<file path="src/common/omdd_defs.svh">
/*
  Offsets, field positions, reset values and limits of the output mute
  and dynamic delay control block.
  Assumes inclusion by bare name from package and design files.
*/
`ifndef OMDD_DEFS_SVH
`define OMDD_DEFS_SVH

// Register indices as printed; byte address is four times the index
`define OMDD_IDX_CHAN_MUTE    8'h16
`define OMDD_IDX_FLAG_MUTE    8'h17
`define OMDD_IDX_DIV_DLY      8'h18

// Reset values
`define OMDD_RST_CHAN_MUTE    8'hff
`define OMDD_RST_FLAG_MUTE    8'h02
`define OMDD_RST_DIV_DLY      8'h00

// Writable field masks; reserved bits read zero
`define OMDD_MASK_CHAN_MUTE   8'hff
`define OMDD_MASK_FLAG_MUTE   8'h03
`define OMDD_MASK_DIV_DLY     8'h3f

// Field positions
`define OMDD_FLAG_PIN1_BIT    1
`define OMDD_FLAG_PIN0_BIT    0
`define OMDD_DLY_PAIR01_BIT   0
`define OMDD_DLY_PAIR23_BIT   1
`define OMDD_DLY_DIV4_BIT     2

// Smallest divide value that still allows margining is this plus one
`define OMDD_MARGIN_MIN_DIV   8'h08

`endif

</file>
<file path="src/common/omdd_pkg.sv">
/*
  Types shared by the control block modules.
  Assumes the defs header is reachable on the include path.
*/
package omdd_pkg;
  `include "omdd_defs.svh"

  // Selected register of an access
  typedef enum logic [1:0] {
    OMDD_SEL_NONE,
    OMDD_SEL_CHAN,
    OMDD_SEL_FLAG,
    OMDD_SEL_DLY
  } omdd_sel_t;

  // Decode a word-aligned byte address into a register select
  function automatic omdd_sel_t omdd_decode(input logic [31:0] addr);
    omdd_sel_t sel;
    sel = OMDD_SEL_NONE;
    if (addr[1:0] == 2'b00) begin
      if (addr[31:2] == {22'h00_0000, `OMDD_IDX_CHAN_MUTE}) begin
        sel = OMDD_SEL_CHAN;
      end else if (addr[31:2] == {22'h00_0000, `OMDD_IDX_FLAG_MUTE}) begin
        sel = OMDD_SEL_FLAG;
      end else if (addr[31:2] == {22'h00_0000, `OMDD_IDX_DIV_DLY}) begin
        sel = OMDD_SEL_DLY;
      end
    end
    return sel;
  endfunction
endpackage

</file>
<file path="src/common/omdd_gate_if.sv">
/*
  Carries the mute settings and reference state to the gating module,
  and the glitch-free enables back.
  Assumes a single clock domain.
*/
`timescale 1ns/1ns
interface omdd_gate_if;
  logic [7:0] chan_silence;
  logic [1:0] flag_silence;
  logic [1:0] flag_is_clock;
  logic       ref_invalid;
  logic [7:0] chan_en;
  logic [1:0] flag_en;

  modport ctrl (output chan_silence, output flag_silence, output flag_is_clock,
                output ref_invalid, input chan_en, input flag_en);
  modport gate (input chan_silence, input flag_silence, input flag_is_clock,
                input ref_invalid, output chan_en, output flag_en);
endinterface

</file>
<file path="src/core/omdd_ctrl.sv">
/*
  Output mute and divider dynamic delay control registers on AHB-Lite.
  Assumes a single AHB-Lite master, whole-word single transfers, and a
  reference-valid level synchronous to hclk.
*/
// The AHB-Lite interface to the registers was chosen for this implementation.
`timescale 1ns/1ns
`include "omdd_defs.svh"
// Summary of operation
// - A channel whose auto-silence bit is 1 is disabled while the reference is invalid.
// - A channel whose auto-silence bit is 0 keeps running regardless of the reference.
// - All eight channel auto-silence bits reset to 1.
// - A flag pin set to carry a clock with its bit at 1 is disabled while the reference is invalid.
// - A flag pin not carrying a clock ignores its auto-silence bit.
// - Flag pin 1 bit resets to 1, flag pin 0 bit to 0, bits 7 to 2 are reserved.
// - Six margin delay enables cover dividers 7 to 4 and the pairs 2-3 and 0-1, above divide 8.
// - The six margin delay enables reset to 0 and bits 7 to 6 are reserved.
module omdd_ctrl
  import omdd_pkg::*;
(
  // Clock and reset
  input  wire logic        hclk,
  input  wire logic        hresetn,
  // AHB-Lite slave
  input  wire logic        hsel,
  input  wire logic [31:0] haddr,
  input  wire logic [1:0]  htrans,
  input  wire logic        hwrite,
  input  wire logic [2:0]  hsize,
  input  wire logic [31:0] hwdata,
  input  wire logic        hready,
  output logic      [31:0] hrdata,
  output logic             hreadyout,
  output logic             hresp,
  // Device side
  input  wire logic        ref_valid,
  input  wire logic [1:0]  flag_is_clock,
  input  wire logic [7:0]  div_value [6],
  output logic      [7:0]  chan_en,
  output logic      [1:0]  flag_en,
  output logic      [5:0]  div_margin_en
);

  logic [7:0]  chan_mute_reg;
  logic [7:0]  chan_mute_next;
  logic [7:0]  flag_mute_reg;
  logic [7:0]  flag_mute_next;
  logic [7:0]  div_dly_reg;
  logic [7:0]  div_dly_next;
  omdd_sel_t   wsel_reg;
  omdd_sel_t   wsel_next;
  logic [31:0] rdata_reg;
  logic [31:0] rdata_next;
  logic [5:0]  margin_reg;
  logic [5:0]  margin_next;
  omdd_sel_t   asel;
  logic        access;

  omdd_gate_if gif ();

  ////////////////////////////////////////////////////////////////////////
  // Bus address phase; always zero wait state, always OKAY
  assign access    = hsel && hready && htrans[1];
  assign asel      = omdd_decode(haddr);
  assign hreadyout = 1'b1;
  assign hresp     = 1'b0;
  assign hrdata    = rdata_reg;

  // Register next values; data phase write uses latched select
  always_comb begin
    chan_mute_next = chan_mute_reg;
    flag_mute_next = flag_mute_reg;
    div_dly_next   = div_dly_reg;
    wsel_next      = OMDD_SEL_NONE;
    rdata_next     = 32'h0000_0000;
    case (wsel_reg)
      OMDD_SEL_CHAN: begin
        chan_mute_next = hwdata[7:0] & `OMDD_MASK_CHAN_MUTE;
      end
      OMDD_SEL_FLAG: begin
        // Reserved bits dropped on write
        flag_mute_next = hwdata[7:0] & `OMDD_MASK_FLAG_MUTE;
      end
      OMDD_SEL_DLY: begin
        div_dly_next = hwdata[7:0] & `OMDD_MASK_DIV_DLY;
      end
      default: begin
      end
    endcase
    if (access) begin
      if (hwrite) begin
        wsel_next = asel;
      end else begin
        // Read data sampled in address phase, presented next cycle
        case (asel)
          OMDD_SEL_CHAN: rdata_next = {24'h00_0000, chan_mute_next};
          OMDD_SEL_FLAG: rdata_next = {24'h00_0000, flag_mute_next};
          OMDD_SEL_DLY:  rdata_next = {24'h00_0000, div_dly_next};
          default:       rdata_next = 32'h0000_0000;
        endcase
      end
    end
  end

  // Register update
  always_ff @(posedge hclk or negedge hresetn) begin
    if (!hresetn) begin
      chan_mute_reg <= `OMDD_RST_CHAN_MUTE;
      flag_mute_reg <= `OMDD_RST_FLAG_MUTE;
      div_dly_reg   <= `OMDD_RST_DIV_DLY;
      wsel_reg      <= OMDD_SEL_NONE;
      rdata_reg     <= 32'h0000_0000;
    end else begin
      chan_mute_reg <= chan_mute_next;
      flag_mute_reg <= flag_mute_next;
      div_dly_reg   <= div_dly_next;
      wsel_reg      <= wsel_next;
      rdata_reg     <= rdata_next;
    end
  end

  ////////////////////////////////////////////////////////////////////////
  // Margin enables; only dividers above the minimum may margin
  always_comb begin
    for (int i = 0; i < 6; i++) begin
      margin_next[i] = div_dly_reg[i] && (div_value[i] > `OMDD_MARGIN_MIN_DIV);
    end
  end

  always_ff @(posedge hclk or negedge hresetn) begin
    if (!hresetn) begin
      margin_reg <= 6'h00;
    end else begin
      margin_reg <= margin_next;
    end
  end

  assign div_margin_en = margin_reg;

  ////////////////////////////////////////////////////////////////////////
  // Gating of the outputs
  assign gif.chan_silence  = chan_mute_reg;
  assign gif.flag_silence  = flag_mute_reg[1:0];
  assign gif.flag_is_clock = flag_is_clock;
  assign gif.ref_invalid   = !ref_valid;

  omdd_gate u_gate (
    .hclk    (hclk),
    .hresetn (hresetn),
    .g       (gif.gate)
  );

  assign chan_en = gif.chan_en;
  assign flag_en = gif.flag_en;

  ////////////////////////////////////////////////////////////////////////
  // Checks
  property p_rst_chan;
    @(posedge hclk) $rose(hresetn) |-> chan_mute_reg == 8'hff;
  endproperty
  a_rst_chan: assert property (p_rst_chan) else $error("channel bits not reset to 1");

  property p_rst_flag;
    @(posedge hclk) $rose(hresetn) |-> flag_mute_reg == 8'h02;
  endproperty
  a_rst_flag: assert property (p_rst_flag) else $error("flag bits wrong after reset");

  property p_rsvd_flag;
    @(posedge hclk) disable iff (!hresetn) flag_mute_reg[7:2] == 6'h00;
  endproperty
  a_rsvd_flag: assert property (p_rsvd_flag) else $error("flag reserved bits set");

  property p_rsvd_dly;
    @(posedge hclk) disable iff (!hresetn) div_dly_reg[7:6] == 2'b00;
  endproperty
  a_rsvd_dly: assert property (p_rsvd_dly) else $error("delay reserved bits set");

  property p_margin;
    @(posedge hclk) disable iff (!hresetn)
      (div_dly_reg[0] && div_value[0] > 8'h08) |=> div_margin_en[0];
  endproperty
  a_margin: assert property (p_margin) else $error("pair 0-1 margin not enabled");

  property p_margin_low;
    @(posedge hclk) disable iff (!hresetn)
      (div_value[5] <= 8'h08) |=> !div_margin_en[5];
  endproperty
  a_margin_low: assert property (p_margin_low) else $error("margin at low divide");

  property p_write;
    @(posedge hclk) disable iff (!hresetn)
      (access && hwrite && asel == OMDD_SEL_CHAN) ##1 1'b1 |=>
        chan_mute_reg == $past(hwdata[7:0]);
  endproperty
  a_write: assert property (p_write) else $error("channel register write lost");

  property p_mute_path;
    @(posedge hclk) disable iff (!hresetn)
      (!ref_valid && chan_mute_reg[5]) ##1 (!ref_valid && chan_mute_reg[5]) |-> !chan_en[5];
  endproperty
  a_mute_path: assert property (p_mute_path) else $error("channel 5 kept running");

  // Delay bits come back out of reset cleared
  property p_rst_dly;
    @(posedge hclk) $rose(hresetn) |-> div_dly_reg == 8'h00;
  endproperty
  a_rst_dly: assert property (p_rst_dly) else $error("delay bits wrong after reset");

  // Read of the delay register with no write pending shows the stored bits
  property p_read_dly;
    @(posedge hclk) disable iff (!hresetn)
      (access && !hwrite && asel == OMDD_SEL_DLY && wsel_reg != OMDD_SEL_DLY) |=>
        hrdata == {24'h00_0000, $past(div_dly_reg)};
  endproperty
  a_read_dly: assert property (p_read_dly) else $error("delay register read wrong");

  // Reserved flag bits always read back as zero
  property p_rsvd_read;
    @(posedge hclk) disable iff (!hresetn)
      (access && !hwrite && asel == OMDD_SEL_FLAG) |=> hrdata[7:2] == 6'h00;
  endproperty
  a_rsvd_read: assert property (p_rsvd_read) else $error("flag reserved bits read set");

  // A cleared delay bit keeps its divider from margining
  property p_margin_off;
    @(posedge hclk) disable iff (!hresetn)
      !div_dly_reg[2] |=> !div_margin_en[2];
  endproperty
  a_margin_off: assert property (p_margin_off) else $error("divider 4 margin while off");

endmodule

</file>
<file path="src/core/omdd_gate.sv">
/*
  Registered output enables for the eight channels and two flag pins.
  Assumes the output stages sample these enables only on their own
  clock low phase, so a registered enable never cuts a pulse short.
*/
`timescale 1ns/1ns
module omdd_gate
  import omdd_pkg::*;
(
  // Clock and reset
  input wire logic hclk,
  input wire logic hresetn,
  // Settings and enables
  omdd_gate_if.gate g
);

  logic [7:0] chan_en_reg;
  logic [7:0] chan_en_next;
  logic [1:0] flag_en_reg;
  logic [1:0] flag_en_next;

  ////////////////////////////////////////////////////////////////////////
  // Enable computation
  always_comb begin
    chan_en_next = ~(g.chan_silence & {8{g.ref_invalid}});
    // Pins not carrying a clock ignore their bit
    flag_en_next = ~(g.flag_silence & g.flag_is_clock & {2{g.ref_invalid}});
  end

  // Registered so enables change only on clean edges
  always_ff @(posedge hclk or negedge hresetn) begin
    if (!hresetn) begin
      chan_en_reg <= 8'hff;
      flag_en_reg <= 2'b11;
    end else begin
      chan_en_reg <= chan_en_next;
      flag_en_reg <= flag_en_next;
    end
  end

  assign g.chan_en = chan_en_reg;
  assign g.flag_en = flag_en_reg;

  ////////////////////////////////////////////////////////////////////////
  // Checks
  property p_chan_mute;
    @(posedge hclk) disable iff (!hresetn)
      (g.ref_invalid && g.chan_silence[0]) |=> !g.chan_en[0];
  endproperty
  a_chan_mute: assert property (p_chan_mute) else $error("channel 0 not muted");

  property p_chan_run;
    @(posedge hclk) disable iff (!hresetn)
      !g.chan_silence[7] |=> g.chan_en[7];
  endproperty
  a_chan_run: assert property (p_chan_run) else $error("channel 7 muted while disabled");

  property p_flag_mute;
    @(posedge hclk) disable iff (!hresetn)
      (g.ref_invalid && g.flag_silence[1] && g.flag_is_clock[1]) |=> !g.flag_en[1];
  endproperty
  a_flag_mute: assert property (p_flag_mute) else $error("flag pin 1 not muted");

  property p_flag_noclk;
    @(posedge hclk) disable iff (!hresetn)
      !g.flag_is_clock[0] |=> g.flag_en[0];
  endproperty
  a_flag_noclk: assert property (p_flag_noclk) else $error("non-clock flag pin muted");

  property p_glitch;
    @(posedge hclk) disable iff (!hresetn)
      $fell(g.chan_en[3]) |-> $past(g.ref_invalid) && $past(g.chan_silence[3]);
  endproperty
  a_glitch: assert property (p_glitch) else $error("channel 3 enable fell without cause");

endmodule

</file>
<file path="config.mk">
export PLATFORM = sky130hd
export DESIGN_NAME = omdd_ctrl
export DESIGN_NICKNAME = d
export VERILOG_FILES = /design/src/common/omdd_pkg.sv /design/src/common/omdd_gate_if.sv /design/src/core/omdd_ctrl.sv /design/src/core/omdd_gate.sv
export VERILOG_INCLUDE_DIRS = /design/src /design/src/common
export SDC_FILE = /design/constraint.sdc
export NUM_CORES = 1
export LEC_CHECK = 0
export BUFFER_PORTS_ARGS = -buffer_cell sky130_fd_sc_hd__buf_2
export CAP_MARGIN = 20
export CORE_MARGIN = 10
export CORE_UTILIZATION = 43
export CTS_CLUSTER_SIZE = 28
export DETAILED_ROUTE_END_ITERATION = 8
export PLACE_DENSITY_LB_ADDON = 0.3
export SYNTH_ARGS = -nofsm -noshare
export SYNTH_HDL_FRONTEND = slang
export SYNTH_SLANG_ARGS = --single-unit
</file>
<file path="constraint.sdc">
create_clock -name hclk -period 3.6 [get_ports hclk]
set_clock_uncertainty 0.1 [all_clocks]
set_input_delay 0.18 -clock hclk [delete_from_list [all_inputs] [get_ports hclk]]
set_output_delay 0.18 -clock hclk [all_outputs]
set_load 0.02 [all_outputs]
</file>
==> Yosys cells after proc, flatten, opt, wreduce, memory -nomap -nowiden <==
Cells that the tools add are included.
{ "word_totals": {"register_bits": 74, "inputBits": 125} }
{ "classes": {"reduce_logical": 10, "n_eq_ne": 9, "n_lt_le_gt_ge": 6, "n_mux": 12, "bitwise_logic": 5} }
{ "ops": {"columns": ["operator", "count"], "rows": [
  ["30-bit by 5-bit equality test with 1-bit output (second input constant)", 3],
  ["8-bit by 4-bit > comparator with 1-bit output (second input constant)", 6],
  ["8-bit two-way mux", 5],
  ["8-bit one-hot mux with 3 select lines", 1],
  ["2-bit two-way mux", 6],
  ["8-bit AND", 1],
  ["2-bit equality test (second input constant)", 4],
  ["1-bit logical AND", 8],
  ["8-bit NOT", 1],
  ["2-bit AND", 2],
  ["2-bit by 1-bit equality test with 1-bit output (second input constant)", 2],
  ["2-bit zero test", 1],
  ["2-bit NOT", 1],
  ["1-bit zero test", 1]
]} }

==> Logic depth before layout (Yosys ltp) <==
{ "logic_depth": {"word_depth": 9, "mapped_depth": 6} }

==> By module <==
From an unflattened synthesis, not the netlist that was laid out.
{ "unflattened": {"cells_unflattened": 200, "area_unflattened_um2": 2371.0} }
{ "by_module_without_submodules": {"columns": ["mod", "cells_each", "area_per_inst_um2", "n_inst"], "rows": [
  ["omdd_ctrl", 179, 2057.0, 1],
  ["omdd_gate", 21, 314.1, 1]
]} }

==> Worst setup path after synthesis <==
No wires, ideal clock.
{ "synth_timing": {"kind": "register to register", "start": "register wsel_reg[1]", "end": "register rdata_reg[1] (netlist: hrdata[1])", "path_slack_ns": 2.051, "t_required_ns": 3.376, "path_stages_with_launch": 6, "setup_ns": 0.124, "arrival_time_ns": 1.324, "cell_sequence": "dfrtp_1 -> nand2b_1 -> mux2_2 -> or2_2 -> o211ai_1 -> a21oi_1"} }
{ "synth_via": {"elab_chain_cells": 5} }
{ "synth_lines": {"columns": ["item", "line", "rtl"], "rows": [
  ["start, declared", "omdd_ctrl.sv:50", "omdd_sel_t wsel_reg;"],
  ["start signal, assigned", "omdd_ctrl.sv:117", "wsel_reg <= wsel_next;"],
  ["2-bit equality test", "omdd_ctrl.sv:76", "case (wsel_reg)"],
  ["8-bit two-way mux", "omdd_ctrl.sv:76", null],
  ["net flag_mute_next[1]", "omdd_ctrl.sv:47", "logic [7:0] flag_mute_next;"],
  ["8-bit one-hot mux with 3 select lines", "omdd_ctrl.sv:95", "case (asel)"],
  ["8-bit two-way mux", "omdd_ctrl.sv:91", "if (hwrite) begin"],
  ["8-bit two-way mux", "omdd_ctrl.sv:90", "if (access) begin"],
  ["net rdata_next[1]", "omdd_ctrl.sv:53", "logic [31:0] rdata_next;"],
  ["end signal, assigned", "omdd_ctrl.sv:118", "rdata_reg <= rdata_next;"],
  ["end, declared", "omdd_ctrl.sv:52", "logic [31:0] rdata_reg;"]
]} }
The timed path passes the listed nets, and every way through them passes these cells.

==> Final worst setup path <==
{ "layout_timing": {"start": "register wsel_reg[1]", "end": "register rdata_reg[5] (netlist: hrdata[5])"} }
{ "layout_via": {"elab_chain_cells": 5} }
{ "layout_lines": {"columns": ["item", "line", "rtl"], "rows": [
  ["2-bit by 1-bit equality test with 1-bit output", "omdd_ctrl.sv:76", null],
  ["8-bit two-way mux", "omdd_ctrl.sv:76", null],
  ["net chan_mute_next[5]", "omdd_ctrl.sv:45", "logic [7:0] chan_mute_next;"],
  ["8-bit one-hot mux with 3 select lines", "omdd_ctrl.sv:95", null],
  ["8-bit two-way mux", "omdd_ctrl.sv:91", null],
  ["8-bit two-way mux", "omdd_ctrl.sv:90", null],
  ["net rdata_next[5]", "omdd_ctrl.sv:53", null]
]} }
The timed path passes the listed nets, and every way through them passes these cells.

==> results_dict.tcl <==
set metrics [dict create \
    status "finished clean" \
    async_flop_share 1.000 \
    ys_seq_elements 50 \
    grt_max_degree 51 \
    rrSetupSlack_ps 1550 \
    ir_drop_uv 218.2 \
    vias 1800 \
    synth_cells 189 \
    leakage_nw 1.491 \
    clk_pin_slew_worst_paths_ps 90 \
    cp.arrival_ps 2150 \
    final_area_mm2 0.003054 \
    diodes 0 \
    synth.area.top_cells "dfrtp_1, dfstp_2, buf_4" \
    critical_path_class "reg -> reg" \
    cts_made_buffers 5 \
    synthFlopType "dfrtp_1" \
    drcViolationCount 0 \
    wire_per_inst_um 15.30 \
    start_util 0.4502 \
    syn-mean-instance-area_um2 12.32 \
    viasPerCell 4.651 \
    first_pass_iters 2 \
    ctsHoldBuffers 3 \
    cap_viol_max_count 0 \
    grt_remaining_overflow 0 \
    met1_usage 0.1287 \
    p_seq_frac 0.524 \
    finalWorstSetupSlack_ps 1545 \
    synth_largest_area_cell "dfrtp_1" \
    die_y_um 93.59 \
    dp_cells 375 \
    core_area_mm2 0.005172 \
    antenna_found_initial 0 \
    power_per_cell_area_mw_per_mm2 359.4 \
    std_cell_rows 26 \
    wl_um 5920 \
    ant_nets 0 \
    whs_ps 25.39 \
    io_buffers 120 \
    top_usage_layer "met2" \
    place_congestion 0.7802 \
    cts_sinks 50 \
    die_w_um 93.59 \
    worst_pin_slew_ps 846.7 \
    grt_pass1_wl_um 9349 \
    swShare 0.2365 \
    post_cts.repair.setup_buffers 0 \
    fillers 444 \
    seqCellArea_mm2 0.001275 \
    ys_types 40 \
    ctsResizeCount 0 \
    yosysWarningCount 0 \
    ys_seq_area_frac 0.5476 \
    pwr-share-clk 0.350 \
    crit_required_ps 3700 \
    drive_gt1_frac 0.5584 \
    hpwl_um 4832 \
    post-route-period-util 0.5708 \
    rsz0062_at_grt "no" \
    die_area_mm2 0.008758 \
    hold_path_class "in -> reg" \
    root_buffer "clkbuf_8" \
    fin_nets 441 \
    finalMaxSlewViolations 0 \
    setup_viol 0 \
    place_area_mm2 0.002895 \
    preCtsSetupSlack_ps 1506 \
    track_usage 0.1331 \
    endpoint_kind "flop" \
    grt_pass1_vias 2069 \
    cts_tree "built" \
    drt_iter0_markers 25 \
    grt_util_met2 0.2390 \
    synthesis.area_mm2 0.002328 \
    final.min_clock_period_ps 2055 \
    io_pins 175 \
    crit_fanout 8 \
    netSwitchingPower_mw 0.2596 \
    clkLatencyLatePin_ps 300 \
    clock_path_buffers 2 \
    multiInputGateArea_um2 928.4 \
    grtUsageMet3 0.06555 \
    synth-edff-count 0 \
    setup_tns_ps 0 \
    critPathLaunchType "flop" \
    max_freq_mhz 486.7 \
    fin_cells 387 \
    slew_headroom 0.4343 \
    area_growth_pct 31.17 \
    finalHoldViolCount 0 \
    ctsHtreeMaxLevel 2 \
    comb_power_share 0.126 \
    internal_power_mw 0.8381 \
    synth_top_area_share 0.3332 \
]
==> cell type report <==
class	count	area share
well taps	70	0.02868
inverters	1	0.001229
clock buffers	5	0.02253
clock inverters	3	0.01311
flip-flops and latches	50	0.4175
multi-input cells	134	0.3040
repair buffers	124	0.2130
==> final timing paths <==
| path | end | cells past startpoint | startpoint |
|---|---|---|---|
| setup reg to reg | hrdata[5] | 5 | wsel_reg[1] |
| hold reg to reg | u_gate.g.flag_en[0] | 1 | flag_mute_reg[0] |
| setup / recovery | hrdata[5] | 5 | wsel_reg[1] |
| min in group asynchronous | div_margin_en[2] | 2 | hresetn |
| max in group asynchronous | u_gate.g.chan_en[6] | 3 | hresetn |
| hold / removal | div_margin_en[5] | 3 | div_value[3] |
==> critical path, cell delays in order (launching register included) <==
cell and delay (ps):
dfrtp_1 390, nor2b_1 670, mux2_1 410, mux2i_1 170, o2bb2ai_1 90, nor2b_1 120
==> cells in the mapped netlist, drive strengths merged, types with 2 or more instances <==
library cell / n
dfrtp: 31
buf: 28
dfstp: 19
mux2: 18
nand2b: 11
nor4: 11
and2: 8
a21boi: 6
mux2i: 6
o31ai: 6
nand3: 5
nor2b: 5
nand3b: 4
nor2: 4
a21oi: 3
o21ai: 3
or2: 3
and3: 2
conb: 2
nand4: 2
nor3: 2
nor4b: 2
o211ai: 2
==> routing by layer <==
metal  vias up  share of wire
met2       103           0.49
li1        874              -
met5         -              0
met1       816           0.37
met4         0          0.014
met3         7           0.13
==> cells by family after synthesis <==
group,after synthesis,synth area share
AOI/OAI and AO/OA,21,0.06663
other,2,0.003225
DFF,50,0.5476
and+or+nand+nor,63,0.1773
muxes,24,0.1128
buffers and inverters,29,0.09242
==> through the flow <==
stage            util  total power, mW
2_1_floorplan       -           0.6653
3_3_place_gp   0.5597           0.7158
5_1_grt        0.5905            1.149
6_report       0.5905            1.098
4_1_cts        0.5866            1.101
3_5_place_dp   0.5597           0.7187
==> cells in the final DEF, fill, tap and decap left out, drive strengths merged, types with 4 or more instances in the layout <==
master / n
nand3b: 4
o31ai: 6
mux2i: 6
mux2: 18
nor4: 11
dfrtp: 31
nand3: 5
and2: 8
buf: 121
nor2b: 5
nand2b: 11
dfstp: 19
clkbuf: 5
conb: 26
a21boi: 6
nor2: 4
==> power by group through the flow <==
stage | registers [mW] | logic [mW] | clock network (mW)
floorplan | 0.592 | 0.0734 | 0
global placement | 0.585 | 0.130 | 0
detailed placement | 0.586 | 0.133 | 0
CTS | 0.576 | 0.136 | 0.389
global route | 0.577 | 0.153 | 0.420
finish | 0.575 | 0.138 | 0.384
Power figures use the tool's default switching activity.
